$ cat src/ccf_pkg.sv
// Purpose: Shared constants and types for the clock configuration fields
// Assumes: One system clock, active-low asynchronous reset
// Notes: Chain order is ratio_a, range, cascade, input type, bypass, ratio_b,
//        then deskew disable on the wide variant

package ccf_pkg;

    localparam int CCF_RATIO_A_W = 7;
    localparam int CCF_RATIO_B_W = 6;
    localparam int CCF_RANGE_W = 2;
    localparam int CCF_CHAIN_SHORT = 18;
    localparam int CCF_CHAIN_LONG = 19;
    localparam int CCF_CHAIN_MAX = 19;
    localparam int CCF_CNT_W = 5;

    // Bit positions inside the shifted chain, first-shifted bit highest
    localparam int CCF_POS_RATIO_A = 11;
    localparam int CCF_POS_RANGE = 9;
    localparam int CCF_POS_CASCADE = 8;
    localparam int CCF_POS_INTYPE = 7;
    localparam int CCF_POS_BYPASS = 6;
    localparam int CCF_POS_RATIO_B = 0;

    // Input type select encodings
    localparam logic CCF_IN_TTL = 1'h0;
    localparam logic CCF_IN_PECL = 1'h1;

    // Three-bit ROM code width
    localparam int CCF_ROM_SEL_W = 3;

    // Cycles until a synchronised pin carries its real level after reset
    localparam int CCF_SYNC_LAT = 4;
    localparam int CCF_WAKE_W = 3;

    // Settling time before lock may be reported
    localparam int CCF_SETTLE_NS = 1000;
    localparam int CCF_CLK_NS = 25;
    localparam int CCF_SETTLE_CYC =
        (CCF_SETTLE_NS + CCF_CLK_NS - 1) / CCF_CLK_NS;
    localparam int CCF_SETTLE_W = 8;

    typedef enum logic [1:0]
    {
        CCF_MODE_ROM,
        CCF_MODE_AUX,
        CCF_MODE_MAIN
    } ccf_mode_t;

    typedef struct packed
    {
        logic [CCF_RATIO_A_W-1:0] ratio_field_a;
        logic [CCF_RANGE_W-1:0] output_range_select;
        logic cascade_reference_select;
        logic input_type_select;
        logic pll_bypass_bit;
        logic [CCF_RATIO_B_W-1:0] ratio_field_b;
        logic deskew_disable;
    } ccf_fields_t;

endpackage

$ cat src/ccf_top.sv
// Purpose: Serial configuration loader and field holder of a clock manager
// Assumes: Pins are sampled on clk_sys at 40 MHz; PLL and deskew are analog
// Notes: Mode strap captured just after reset release
// How it works
// - Two ratio fields of 7 and 6 bits set the clock multiply/divide ratio.
// - A 2-bit range field selects the output frequency range.
// - Input type 0 routes the TTL reference, 1 routes the PECL reference.
// - Bypass bit 1 routes the reference straight to the outputs.
// - Deskew disable 1 turns adaptive deskew off.
// - Deskew disable 0 runs adaptive deskew once the fields are loaded.
// - Only the wide variant carries the deskew disable bit.
// - The chain is 18 bits on the narrow variant and 19 on the wide one.
// - In external-clock mode data is taken on the first rising edges.
// - Lock rises only after load, PLL lock and stable deskewed outputs.

`timescale 1ns/1ps

module ccf_top
    import ccf_pkg::*;
#(
    parameter bit WIDE_VARIANT = 1'b1,
    parameter int SETTLE_CYC = CCF_SETTLE_CYC
)
(
    input wire logic clk_sys,
    input wire logic nrst,
    input wire logic load_mode_strap,
    input wire logic strap_float,
    input wire logic cfg_clk,
    input wire logic config_serial_data,
    input wire logic rom_msb,
    input wire logic pll_locked,
    input wire logic deskew_done,
    output logic cfg_loaded,
    output ccf_fields_t fields,
    output logic ref_sel_pecl,
    output logic pll_bypass,
    output logic deskew_enable,
    output logic lock
);

    localparam logic [CCF_CNT_W-1:0] CHAIN_LEN = WIDE_VARIANT ?
        CCF_CNT_W'(CCF_CHAIN_LONG) : CCF_CNT_W'(CCF_CHAIN_SHORT);

    logic clk_s;
    logic data_s;
    logic float_s;
    logic strap_s;
    logic msb_s;
    logic clk_d;
    logic strap_taken;
    ccf_mode_t mode;
    logic [CCF_CHAIN_MAX-1:0] chain;
    logic [CCF_CNT_W-1:0] count;
    logic loading;
    logic [CCF_SETTLE_W-1:0] settle;
    logic [CCF_CHAIN_MAX-1:0] rom_word;
    logic [CCF_CHAIN_MAX-1:0] chain_aligned;
    ccf_fields_t next_fields;
    logic clk_rise;
    logic shift_now;
    logic last_bit;
    logic [CCF_ROM_SEL_W-1:0] rom_sel;
    logic settled;
    logic locked_s;
    logic deskew_s;
    logic all_good;
    logic load_now;
    logic awake;
    logic [CCF_WAKE_W-1:0] wake;
    logic [CCF_CHAIN_MAX-1:0] rom_narrow;
    logic [CCF_CHAIN_MAX-1:0] rom_wide;

    ccf_sync u_clk
    (
        .clk_sys(clk_sys),
        .nrst(nrst),
        .async_in(cfg_clk),
        .sync_out(clk_s)
    );

    ccf_sync u_dat
    (
        .clk_sys(clk_sys),
        .nrst(nrst),
        .async_in(config_serial_data),
        .sync_out(data_s)
    );

    ccf_sync u_flt
    (
        .clk_sys(clk_sys),
        .nrst(nrst),
        .async_in(strap_float),
        .sync_out(float_s)
    );

    ccf_sync u_str
    (
        .clk_sys(clk_sys),
        .nrst(nrst),
        .async_in(load_mode_strap),
        .sync_out(strap_s)
    );

    ccf_sync u_msb
    (
        .clk_sys(clk_sys),
        .nrst(nrst),
        .async_in(rom_msb),
        .sync_out(msb_s)
    );

    ccf_sync u_lck
    (
        .clk_sys(clk_sys),
        .nrst(nrst),
        .async_in(pll_locked),
        .sync_out(locked_s)
    );

    ccf_sync u_dsk
    (
        .clk_sys(clk_sys),
        .nrst(nrst),
        .async_in(deskew_done),
        .sync_out(deskew_s)
    );

    assign clk_rise = clk_s && !clk_d;
    assign shift_now = loading && (mode != CCF_MODE_ROM) && clk_rise;
    assign last_bit = shift_now && (count == CHAIN_LEN - 5'h01);
    assign rom_sel = {msb_s, clk_s, data_s};

    // Narrow preset table in chain order with a trailing deskew bit
    always_comb
    begin
        case (rom_sel)
            3'h0: rom_narrow = {7'h00, 2'h1, 1'h1, 1'h1, 1'h0, 6'h00, 1'h0};
            3'h1: rom_narrow = {7'h02, 2'h2, 1'h1, 1'h1, 1'h0, 6'h05, 1'h0};
            3'h2: rom_narrow = {7'h05, 2'h1, 1'h1, 1'h1, 1'h0, 6'h02, 1'h0};
            3'h3: rom_narrow = {7'h00, 2'h1, 1'h0, 1'h1, 1'h0, 6'h00, 1'h0};
            3'h4: rom_narrow = {7'h00, 2'h1, 1'h0, 1'h0, 1'h0, 6'h00, 1'h0};
            3'h5: rom_narrow = {7'h02, 2'h2, 1'h0, 1'h0, 1'h0, 6'h05, 1'h0};
            3'h6: rom_narrow = {7'h05, 2'h1, 1'h0, 1'h0, 1'h0, 6'h02, 1'h0};
            default:
                rom_narrow = {7'h00, 2'h0, 1'h0, 1'h0, 1'h1, 6'h00, 1'h0};
        endcase
    end

    // Wide presets sit one range step lower for the same ratios, except the default entry, which keeps range 0
    always_comb
    begin
        case (rom_sel)
            3'h0: rom_wide = {7'h00, 2'h0, 1'h1, 1'h1, 1'h0, 6'h00, 1'h0};
            3'h1: rom_wide = {7'h02, 2'h1, 1'h1, 1'h1, 1'h0, 6'h05, 1'h0};
            3'h2: rom_wide = {7'h05, 2'h0, 1'h1, 1'h1, 1'h0, 6'h02, 1'h0};
            3'h3: rom_wide = {7'h00, 2'h0, 1'h0, 1'h1, 1'h0, 6'h00, 1'h0};
            3'h4: rom_wide = {7'h00, 2'h0, 1'h0, 1'h0, 1'h0, 6'h00, 1'h0};
            3'h5: rom_wide = {7'h02, 2'h1, 1'h0, 1'h0, 1'h0, 6'h05, 1'h0};
            3'h6: rom_wide = {7'h05, 2'h0, 1'h0, 1'h0, 1'h0, 6'h02, 1'h0};
            default:
                rom_wide = {7'h00, 2'h0, 1'h0, 1'h0, 1'h1, 6'h00, 1'h0};
        endcase
    end

    assign rom_word = WIDE_VARIANT ? rom_wide : rom_narrow;

    assign awake = (wake == CCF_WAKE_W'(CCF_SYNC_LAT));

    // Synchronisers sit in reset, so straps are read once they settle
    always_ff @(posedge clk_sys or negedge nrst)
    begin
        if (!nrst)
            wake <= '0;
        else if (!awake)
            wake <= wake + 3'h1;
    end

    // Short chain sits one bit lower; pad with zero deskew disable
    always_comb
    begin
        chain_aligned = WIDE_VARIANT ? {chain[CCF_CHAIN_MAX-2:0], data_s}
                                     : {chain[CCF_CHAIN_MAX-3:0], data_s, 1'h0};
        next_fields.ratio_field_a =
            chain_aligned[CCF_POS_RATIO_A+1 +: CCF_RATIO_A_W];
        next_fields.output_range_select =
            chain_aligned[CCF_POS_RANGE+1 +: CCF_RANGE_W];
        next_fields.cascade_reference_select =
            chain_aligned[CCF_POS_CASCADE+1];
        next_fields.input_type_select = chain_aligned[CCF_POS_INTYPE+1];
        next_fields.pll_bypass_bit = chain_aligned[CCF_POS_BYPASS+1];
        next_fields.ratio_field_b =
            chain_aligned[CCF_POS_RATIO_B+1 +: CCF_RATIO_B_W];
        next_fields.deskew_disable =
            WIDE_VARIANT ? chain_aligned[0] : 1'h0;
        if (mode == CCF_MODE_ROM)
        begin
            next_fields = rom_word;
            next_fields.deskew_disable = 1'h0;
        end
    end

    always_ff @(posedge clk_sys or negedge nrst)
    begin
        if (!nrst)
        begin
            clk_d <= 1'h0;
            strap_taken <= 1'h0;
            mode <= CCF_MODE_ROM;
            loading <= 1'h0;
        end
        else
        begin
            clk_d <= clk_s;
            if (!strap_taken && awake)
            begin
                strap_taken <= 1'h1;
                loading <= 1'h1;
                if (float_s)
                    mode <= CCF_MODE_MAIN;
                else if (strap_s)
                    mode <= CCF_MODE_AUX;
                else
                    mode <= CCF_MODE_ROM;
            end
            else if (loading && (mode == CCF_MODE_ROM || last_bit))
                loading <= 1'h0;
        end
    end

    always_ff @(posedge clk_sys or negedge nrst)
    begin
        if (!nrst)
        begin
            chain <= '0;
            count <= '0;
        end
        else if (shift_now)
        begin
            chain <= {chain[CCF_CHAIN_MAX-2:0], data_s};
            count <= count + 5'h01;
        end
    end

    assign load_now = strap_taken && loading && !cfg_loaded &&
        (mode == CCF_MODE_ROM || last_bit);

    // Fields load once per reset, after the whole chain, or one cycle after strap capture in ROM mode
    always_ff @(posedge clk_sys or negedge nrst)
    begin
        if (!nrst)
        begin
            fields <= '0;
            cfg_loaded <= 1'h0;
        end
        else if (load_now)
        begin
            fields <= next_fields;
            cfg_loaded <= 1'h1;
        end
    end

    assign ref_sel_pecl = (fields.input_type_select == CCF_IN_PECL);
    assign pll_bypass = cfg_loaded && fields.pll_bypass_bit;
    assign deskew_enable = cfg_loaded && !fields.deskew_disable;

    assign all_good = cfg_loaded && locked_s && deskew_s;
    assign settled = (settle == CCF_SETTLE_W'(SETTLE_CYC));

    // Settle count restarts whenever the PLL or deskew drops out
    always_ff @(posedge clk_sys or negedge nrst)
    begin
        if (!nrst)
            settle <= '0;
        else if (all_good && !settled)
            settle <= settle + 8'h01;
        else if (!(locked_s && deskew_s))
            settle <= '0;
    end

    always_ff @(posedge clk_sys or negedge nrst)
    begin
        if (!nrst)
            lock <= 1'h0;
        else
            lock <= all_good && settled;
    end

endmodule

$ cat src/ccf_sync.sv
// Purpose: Three-stage synchroniser with agreement-based change detect
// Assumes: Input is asynchronous to clk_sys
// Notes: First stage feeds only the second

`timescale 1ns/1ps

module ccf_sync
(
    input wire logic clk_sys,
    input wire logic nrst,
    input wire logic async_in,
    output logic sync_out
);

    logic s1;
    logic s2;
    logic s3;

    always_ff @(posedge clk_sys or negedge nrst)
    begin
        if (!nrst)
        begin
            s1 <= 1'h0;
            s2 <= 1'h0;
            s3 <= 1'h0;
            sync_out <= 1'h0;
        end
        else
        begin
            s1 <= async_in;
            s2 <= s1;
            s3 <= s2;
            if (s2 == s3)
                sync_out <= s3;
        end
    end

endmodule

$ cat config.mk
export PLATFORM = sky130hd
export DESIGN_NAME = ccf_top
export DESIGN_NICKNAME = d
export VERILOG_FILES = /design/src/ccf_pkg.sv /design/src/ccf_top.sv /design/src/ccf_sync.sv
export SDC_FILE = /design/constraint.sdc
export NUM_CORES = 1
export LEC_CHECK = 0
export BUFFER_PORTS_ARGS = -buffer_cell sky130_fd_sc_hd__buf_2
export CORE_UTILIZATION = 35
export CTS_CLUSTER_DIAMETER = 150
export DETAILED_ROUTE_END_ITERATION = 12
export GPL_ROUTABILITY_DRIVEN = 0
export SLEW_MARGIN = 20
export SYNTH_ARGS = -nofsm -noshare
export SYNTH_HDL_FRONTEND = slang
export SYNTH_SLANG_ARGS = --single-unit
export TNS_END_PERCENT = 10
$ cat constraint.sdc
create_clock -name clk_sys -period 4.35 [get_ports clk_sys]
set_input_delay 0.435 -clock clk_sys [delete_from_list [all_inputs] [get_ports clk_sys]]
set_output_delay 0.435 -clock clk_sys [all_outputs]
set_load 0.02 [all_outputs]
# == After elaboration in Yosys (flattened, before gate mapping) ==
# Cells that the tools add are included.
# totals
in_bits,9
output_inout_bits,24
word_cells,99
regBits,88
# classes
n_reduce_logical,26
muxes,8
n_addsub,3
n_eq_ne,17
# ops
cell,n
15-bit one-hot mux with 7 select lines,1
19-bit two-way mux,1
1-bit logical AND,16
8-bit two-way mux,2
3-bit == test (second input constant),4
8-bit by 1-bit adder with 8-bit output (second input constant),1
8-bit by 6-bit == test with 1-bit output (second input constant),1
1-bit == test,7
3-bit by 2-bit == test with 1-bit output (second input constant),2
5-bit by 1-bit adder with 5-bit output (second input constant),1
5-bit == test (second input constant),1
1-bit logical NOT,5
2-bit nonzero test,2
3-bit by 1-bit adder with 3-bit output (second input constant),1
3-bit by 1-bit == test with 1-bit output (second input constant),1
3-bit logical NOT,1
1-bit two-way mux,3
2-bit logical NOT,1
2-bit two-way mux,1
2-bit inequality test (second input constant),1
1-bit logical OR,1

# == Logic depth before layout (Yosys ltp) ==
# Gate-level depths: netlist of the first run.
# logic_depth
depth_word,8
mapped_depth,7
depth_no_buf,6

# == Hierarchy ==
# A second synthesis of the first run with hierarchy kept.
# hier_totals
cells_unflattened,234
hier_area_um2,3324.4
# modules_own_cells
mod,seq_area_each_um2,n_inst,cells_each,area_per_inst_um2
ccf_top,1501.4,1,199,2544.9
ccf_sync,100.1,7,5,111.4

# == Worst setup path before layout of the first run ==
# Ideal clock, no wire load.
# synth_timing
kind,register to register
from,register count[0]
to,register fields[10] (netlist bit)
setup_ns,0.126
path_buffers,1
t_required_ns,4.224
stages_incl_launch_ff,8
path_slack_ns,2.727
synth_period_minus_slack_ns,1.623
arrival_ns,1.496
cell_sequence,dfrtp_1 -> inv_1 -> ha_1 -> and4bb_2 -> nor2b_1 -> o21ai_1 -> buf_2 -> a221o_1
# synth_between
elab_chain_len,4
# synth_rtl
item,line_no,text
start: declaration,ccf_top.sv:54,logic [CCF_CNT_W-1:0] count;
start signal: assignment,ccf_top.sv:242,count <= count + 5'h01;
5-bit == test,ccf_top.sv:132,assign last_bit = shift_now && (count == CHAIN_LEN - 5'h01);
1-bit logical AND,ccf_top.sv:132,
1-bit logical OR,ccf_top.sv:247,(mode == CCF_MODE_ROM || last_bit);
1-bit logical AND,ccf_top.sv:246,assign load_now = strap_taken && loading && !cfg_loaded &&
end signal: assignment,ccf_top.sv:259,fields <= next_fields;
end: declaration,ccf_top.sv:35,"output ccf_fields_t fields,"
# No other way between the ends.
# A chain may end at the register's enable or synchronous reset.

# == Worst setup path after layout of the first run ==
# layout_timing
from,register u_clk.sync_out
to,register fields (netlist bit ref_sel_pecl)
# layout_between
elab_chain_len,5
elab_cells_between_ends,14
cone_classes,eq/ne: 6; mux: 2; reduce/logical: 6
# layout_rtl
item,line_no,text
start: declaration,ccf_sync.sv:12,output logic sync_out
start signal: assignment,ccf_sync.sv:26,sync_out <= 1'h0;
start signal: assignment,ccf_sync.sv:34,sync_out <= s3;
"parallel branches: the longest is 5 deep, another holds 19-bit two-way mux",--,
# Several ways; the timed one is not identified.

==> run summary, run 1 <==
setup fix buffers added after clock tree synthesis: 0
width of the die: 99.2 um
leakage component of the power: 0.00182 uW
commonest cells after routing, fill and taps aside: sky130_fd_sc_hd__dfrtp_1 (88), sky130_fd_sc_hd__buf_2 (31), sky130_fd_sc_hd__mux2_2 (17)
clock insertion delay at the later pin of the skew report: 0.35 ns
main combinational cell family by area after synthesis: simple AND/OR/NAND/NOR gates
instance area at placement: 3570 um2
die outline area: 9840 um2
DRC marker count from the first detailed-route iteration: 80
Mapped Avg Cell Area: 14.1 um2
share of synthesized area spent on multiplexers: 6.09%
crit path capture type: register
setup skew after layout: 0.0120 ns
global-route wire length before repair: 9.17 mm
layout cell share with drive strength beyond 1: 26.8%
startpoint types: register
syn_nets: 249
primary flip-flop cell chosen by synthesis mapping: sky130_fd_sc_hd__dfrtp_1
post-DR wirelength/cell: 13.6 um
TritonCTS clock tree: done
Slew Viols, Final: 0
total of flip-flops plus latches after synthesis: 88
crit path kind: register to register
cell at the root of the clock tree: sky130_fd_sc_hd__clkbuf_8
Routed WL: 5.27 mm
number of primary I/O pins: 33
count of unresolved DRC violations after routing: 0
Antenna diodes: 0
commonest non-fill, non-tap cell in the layout: sky130_fd_sc_hd__dfrtp_1
Overall Power: 1700 uW
share of the clock period used by the worst path after layout: 53.3%
portion of the post-synthesis area used by sequential elements: 66.6%
placeable core area: 9200 um2
xor and xnor fraction of the mapped netlist area: 2.91%
required time of the critical path: 4.53 ns
post-layout minimum cycle time: 2.32 ns
area fraction in and, or, nand and nor cells after synthesis: 8.97%
biggest cell delay along the critical path: 0.76 ns
largest net degree at the start of global routing: 47
overall fraction of global-route tracks in use: 11.9%
unrepaired setup endpoints after global routing: no
Hold Path Class: primary input to asynchronous set/reset pin
vias in the first global route: 1860
post-route cell area: 3820 um2
post-synthesis instance area: 3310 um2
adder-cell share of the synthesized area: 4.39%
Syn-to-layout area delta: 15.6%
post-cts resize count: 0
half-perimeter wire length after detailed placement: 3.45 mm
combined area of the multi-input logic cells: 1010 um2
number of sinks handled by clock tree synthesis: 88
compound-gate portion of the synthesized area: 8.21%
setup-violating endpoint count in the final report: 0
total of hold buffers inserted after clock tree synthesis: 0
number of nets at the end of the flow: 286
VDD IR-drop max: 190 uV
critical path data arrival time: 2.50 ns
initial core utilization: 36.0%
final hold violation count: 0
run status: completed
critical path cell sequence: nand3b_1, nor2_4, and3_1, a221oi_1
count of cell types in the netlist: 42
PD cells: 443 nW/um2
number of antenna-violating nets in the routed design: 0
max-slew headroom at the worst pin: 48.5%
detailed-router iteration count before antenna repair: 4
max cap viols: 0
number of enable-type register cells in the synthesized netlist: 0
average via count per standard cell: 4.87
share of async-settable or async-resettable flops after synthesis: 100%
global route total overflow: 0
clock-pin transition on the worst setup and hold timing paths: 0.09 ns
row count: 35
maximum net fanout on the critical path: 25
Vert. Die Dim: 99.2 um
slew at the pin closest to its max-slew limit: 0.773 ns
antenna violations before repair: 0
number of buffers inserted by port buffering: 32
H-Tree Level Count: 3
total negative slack: 0 ns
FILL cells: 856
Slowest-stage cell, CP: sky130_fd_sc_hd__and3_1
highest attainable clock frequency: 0.431 GHz
number of vias after detailed routing: 1885
Num CTS Buffers: 9
yosys warns: 0
maximum count of clock buffers along a single path: 2
combined flip-flop and latch cell area: 2200 um2
cell count after synthesis: 234
kinds of logic (layout without fill, tap and decap cells):
logic type,after synthesis,count (layout)
DFF,88,88
muxes,18,18
and+or+nand+nor,53,53
adders and majority gates,13,13
xor gates and xnor gates,11,11
buffers and inverters,19,61
AOI/OAI and AO/OA,32,32
layer usage:
| metal | track usage, % | vias up | part of all wire (%) |
|---|---|---|---|
| met2 | 16.9 | 31 | 44 |
| met3 | 2.95 | 9 | 2.8 |
| met1 | 16.8 | 954 | 51 |
| li1 | - | 891 | - |
| met4 | 6.67 | 0 | 1.9 |
| met5 | 0 | - | 0 |
cell usage after synthesis, types with 2 or more instances:
cell | n | area [um2]
sky130_fd_sc_hd__nor3b_1 | 2 | 15.0
sky130_fd_sc_hd__dfrtp_1 | 88 | 2200
sky130_fd_sc_hd__inv_1 | 11 | 41.3
sky130_fd_sc_hd__xnor2_1 | 6 | 52.6
sky130_fd_sc_hd__maj3_1 | 7 | 70.1
sky130_fd_sc_hd__a21oi_1 | 2 | 10.0
sky130_fd_sc_hd__buf_4 | 3 | 22.5
sky130_fd_sc_hd__and3_1 | 2 | 12.5
sky130_fd_sc_hd__mux2_2 | 17 | 191
sky130_fd_sc_hd__ha_1 | 6 | 75.1
sky130_fd_sc_hd__and3b_1 | 2 | 17.5
sky130_fd_sc_hd__a22o_1 | 9 | 78.8
sky130_fd_sc_hd__nand4_1 | 4 | 25.0
sky130_fd_sc_hd__nor2_1 | 13 | 48.8
sky130_fd_sc_hd__buf_2 | 3 | 15.0
sky130_fd_sc_hd__nand3_1 | 4 | 20.0
sky130_fd_sc_hd__xor2_1 | 5 | 43.8
sky130_fd_sc_hd__a221o_1 | 8 | 80.1
sky130_fd_sc_hd__nor2b_1 | 2 | 12.5
sky130_fd_sc_hd__o21ai_0 | 6 | 30.0
sky130_fd_sc_hd__nand2b_1 | 2 | 12.5
sky130_fd_sc_hd__nand2_1 | 12 | 45.0
worst paths after layout:
kind                            slack [ns]                  startpoint                        to  cells after the start
worst min-delay path                  0.07                        nrst     fields[5]$_DFFE_PN0P_                      1
max in group asynchronous             3.33                        nrst       mode[1]$_DFFE_PN0P_                      2
worst max register to register        2.03  u_clk.sync_out$_DFFE_PN0N_  ref_sel_pecl$_DFFE_PN0P_                      4
worst max-delay path                  2.03  u_clk.sync_out$_DFFE_PN0N_  ref_sel_pecl$_DFFE_PN0P_                      4
min in group clk_sys                  0.19                 deskew_done        u_dsk.s1$_DFF_PN0_                      1
worst min register to register        0.35          u_dat.s1$_DFF_PN0_        u_dat.s2$_DFF_PN0_                      0
cell type report:
cell class                      instances  share of cell area, %
Sequential cell                        88                   57.6
Multi-Input combinational cell        127                   26.4
Timing Repair Buffer                   34                   4.65
Tap cell                              111                   3.63
Clock buffer                           10                   3.60
Clock inverter                          6                   3.01
Inverter                               11                   1.08
sequential cells by signal, summed over array words and instances (netlist names), 2 cells and up:
signal	flops
chain	18
settle	8
wake	3
mode	2
fields	18
count	5
stage by stage:
| step | setup slack, ns | utilization, % | std cells | hold WS (ns) |
|---|---|---|---|---|
| finish | 2.03 | 41.6 | 387 | 0.0663 |
| CTS | 2.04 | 41.6 | 387 | 0.0760 |
| global route | 1.85 | 41.6 | 387 | 0.0957 |
| floorplan | 2.73 | - | 234 | 0.139 |
| global placement | 2.13 | 38.8 | 371 | 0.331 |
| detailed placement | 2.05 | 38.8 | 371 | 0.335 |
critical path, delay by kind of cell, from the launching register on:
| family | cells | cell delay [ns] |
|---|---|---|
| DFF | 1 | 0.47 |
| AOI/OAI and AO/OA | 1 | 0.17 |
| and+or+nand+nor | 3 | 1.51 |
report_power, final:
| part | total, uW | switching, uW | leakage (uW) | internal, uW |
|---|---|---|---|---|
| Combinational | 118 | 69.4 | 0.000562 | 48.6 |
| Clock | 685 | 285 | 0.000123 | 400 |
| Sequential | 892 | 34.6 | 0.00114 | 857 |
| Total | 1700 | 389 | 0.00182 | 1310 |
No activity file was read; power rests on OpenSTA's default activity.
==> run 2, diff against run 1 <==
clock period = 1.97 ns   (was 4.35 ns; I/O delays follow)
==> run summary, run 2 (synthesis gave the netlist of run 1 again) <==
leakage component of the power: 0.00190 uW (+4.4%)
final hold violation count: 0 (unchanged)
unrepaired setup endpoints after global routing: no
Largest regs: chain: 18 flops, fields: 18 flops, settle: 8 flops
post-cts resize count: 0 (unchanged)
layout cell share with drive strength beyond 1: 27.1% (+0.34 points)
cell at the root of the clock tree: sky130_fd_sc_hd__clkbuf_8
VDD IR-drop max: 334 uV (+75%)
maximum net fanout on the critical path: 9 (-64%)
post-DR wirelength/cell: 13.8 um (+1.1%)
DRC marker count from the first detailed-route iteration: 60 (-25%)
placeable core area: 9200 um2 (unchanged)
vias in the first global route: 1959 (+5.3%)
H-Tree Level Count: 3 (unchanged)
count of unresolved DRC violations after routing: 0 (unchanged)
Num CTS Buffers: 9 (unchanged)
largest net degree at the start of global routing: 43 (-8.5%)
clock insertion delay at the later pin of the skew report: 0.35 ns (about the same)
run status: completed
setup-violating endpoint count in the final report: 0 (unchanged)
TritonCTS clock tree: done
commonest non-fill, non-tap cell in the layout: sky130_fd_sc_hd__dfrtp_1
detailed-router iteration count before antenna repair: 6 (+2)
slew at the pin closest to its max-slew limit: 0.452 ns (-0.321 ns)
total negative slack: 0 ns (unchanged)
global-route wire length before repair: 9.89 mm (+7.8%)
Hold Path Class: primary input to asynchronous set/reset pin
die outline area: 9840 um2 (unchanged)
Min Hold Slack: 0.251 ns (+0.185 ns)
Antenna diodes: 0 (unchanged)
post-layout minimum cycle time: 1.79 ns (-0.531 ns)
Syn-to-layout area delta: 20.6%
required time of the critical path: 2.19 ns (-2.34 ns)
width of the die: 99.2 um (unchanged)
startpoint types: register
commonest cells after routing, fill and taps aside: sky130_fd_sc_hd__dfrtp_1 (88), sky130_fd_sc_hd__buf_2 (31), sky130_fd_sc_hd__mux2_2 (17)
share of the clock period used by the worst path after layout: 90.7% (+37 points)
highest attainable clock frequency: 0.559 GHz (+30%)
max cap viols: 0 (unchanged)
PD cells: 966 nW/um2 (+120%)
number of sinks handled by clock tree synthesis: 88 (unchanged)
number of primary I/O pins: 33 (unchanged)
crit path capture type: register
crit path kind: register to register
Vert. Die Dim: 99.2 um (unchanged)
global route total overflow: 0 (unchanged)
number of nets at the end of the flow: 301 (+5.2%)
number of vias after detailed routing: 1946 (+3.2%)
critical path data arrival time: 2.01 ns (-0.49 ns)
setup skew after layout: 0.0138 ns (+0.00176 ns)
antenna violations before repair: 0 (unchanged)
row count: 35 (unchanged)
half-perimeter wire length after detailed placement: 3.63 mm (+5.2%)
Slew Viols, Final: 0 (unchanged)
Overall Power: 3850 uW (+130%)
clock-pin transition on the worst setup and hold timing paths: 0.09 ns (about the same)
average via count per standard cell: 4.84 (-0.62%)
max-slew headroom at the worst pin: 69.8% (+21 points)
overall fraction of global-route tracks in use: 13.0% (+1.0 points)
maximum count of clock buffers along a single path: 2 (unchanged)
Routed WL: 5.54 mm (+5.0%)
number of buffers inserted by port buffering: 32 (unchanged)
initial core utilization: 36.0% (unchanged)
number of antenna-violating nets in the routed design: 0 (unchanged)
## run 2: changes by cell type in the layout (fill, tap and decap cells not counted), sizes merged
cell / change
dlygate4sd3: +8
buf: +7
bufinv: +1
clkbuf: +1
clkinvlp: -1
inv: -1
## run 2: timing repair
item,CTS,global route
hold endpoints to repair,24,0
hold buffers,8,0
buffers inserted,0,0
## run 2: worst paths after layout
path	start	to	cells past startpoint	slack (ns)
min in group clk_sys	u_dat.s1$_DFF_PN0_	u_dat.s2$_DFF_PN0_	0	0.35
worst max register to register	count[0]$_DFFE_PN0P_	fields[2]$_DFFE_PN0P_	7	0.18
worst min-delay path	nrst	fields[16]$_DFFE_PN0P_	2	0.25
max in group asynchronous	nrst	u_lck.s1$_DFF_PN0_	3	1.07
worst max-delay path	count[0]$_DFFE_PN0P_	fields[2]$_DFFE_PN0P_	7	0.18
worst min register to register	u_dat.s1$_DFF_PN0_	u_dat.s2$_DFF_PN0_	0	0.35
## run 2: layout make-up
type	instances	area, um2
clock buffers	11	131
clock inverters	5	129
fillers	851	5210
inverters	11	41.3
multi-input cells	127	1010
flip-flops and latches	88	2200
well taps	111	139
repair buffers	49	335
## run 2: critical path: stages, from the launching register on
cell and delay, ns:
sky130_fd_sc_hd__dfrtp_1 0.42, sky130_fd_sc_hd__inv_1 0.10, sky130_fd_sc_hd__ha_1 0.14, sky130_fd_sc_hd__and4bb_2 0.24
sky130_fd_sc_hd__nor2b_1 0.13, sky130_fd_sc_hd__o21ai_1 0.09, sky130_fd_sc_hd__buf_4 0.19, sky130_fd_sc_hd__a221o_1 0.36
## run 2: power by group
part	total [uW]	switching, uW	internal [uW]	leakage, uW
Sequential	1960	66.0	1890	0.00114
Clock	1590	617	975	0.000128
Combinational	302	173	129	0.000637
Total	3850	855	3000	0.00190
## run 2: per-stage QoR
| stage | util (%) | std cells | cell area, um2 | worst slack, ns |
|---|---|---|---|---|
| finish | 43.4 | 402 | 3990 | 0.182 |
| global route | 43.4 | 402 | 3990 | 0.0739 |
| CTS | 43.4 | 402 | 3990 | 0.188 |
| detailed placement | 39.7 | 378 | 3650 | 0.225 |
| global placement | 39.7 | 378 | 3650 | 0.263 |
| floorplan | - | 234 | 3310 | 0.347 |
## run 2: layer usage
metal | part of all wire, % | global-route usage [%] | routed length, um
met3 | 4.4 | 4.78 | 246
met2 | 44 | 18.1 | 2410
met4 | 0.45 | 3.73 | 25
met5 | 0 | 0 | 0
met1 | 51 | 18.8 | 2850
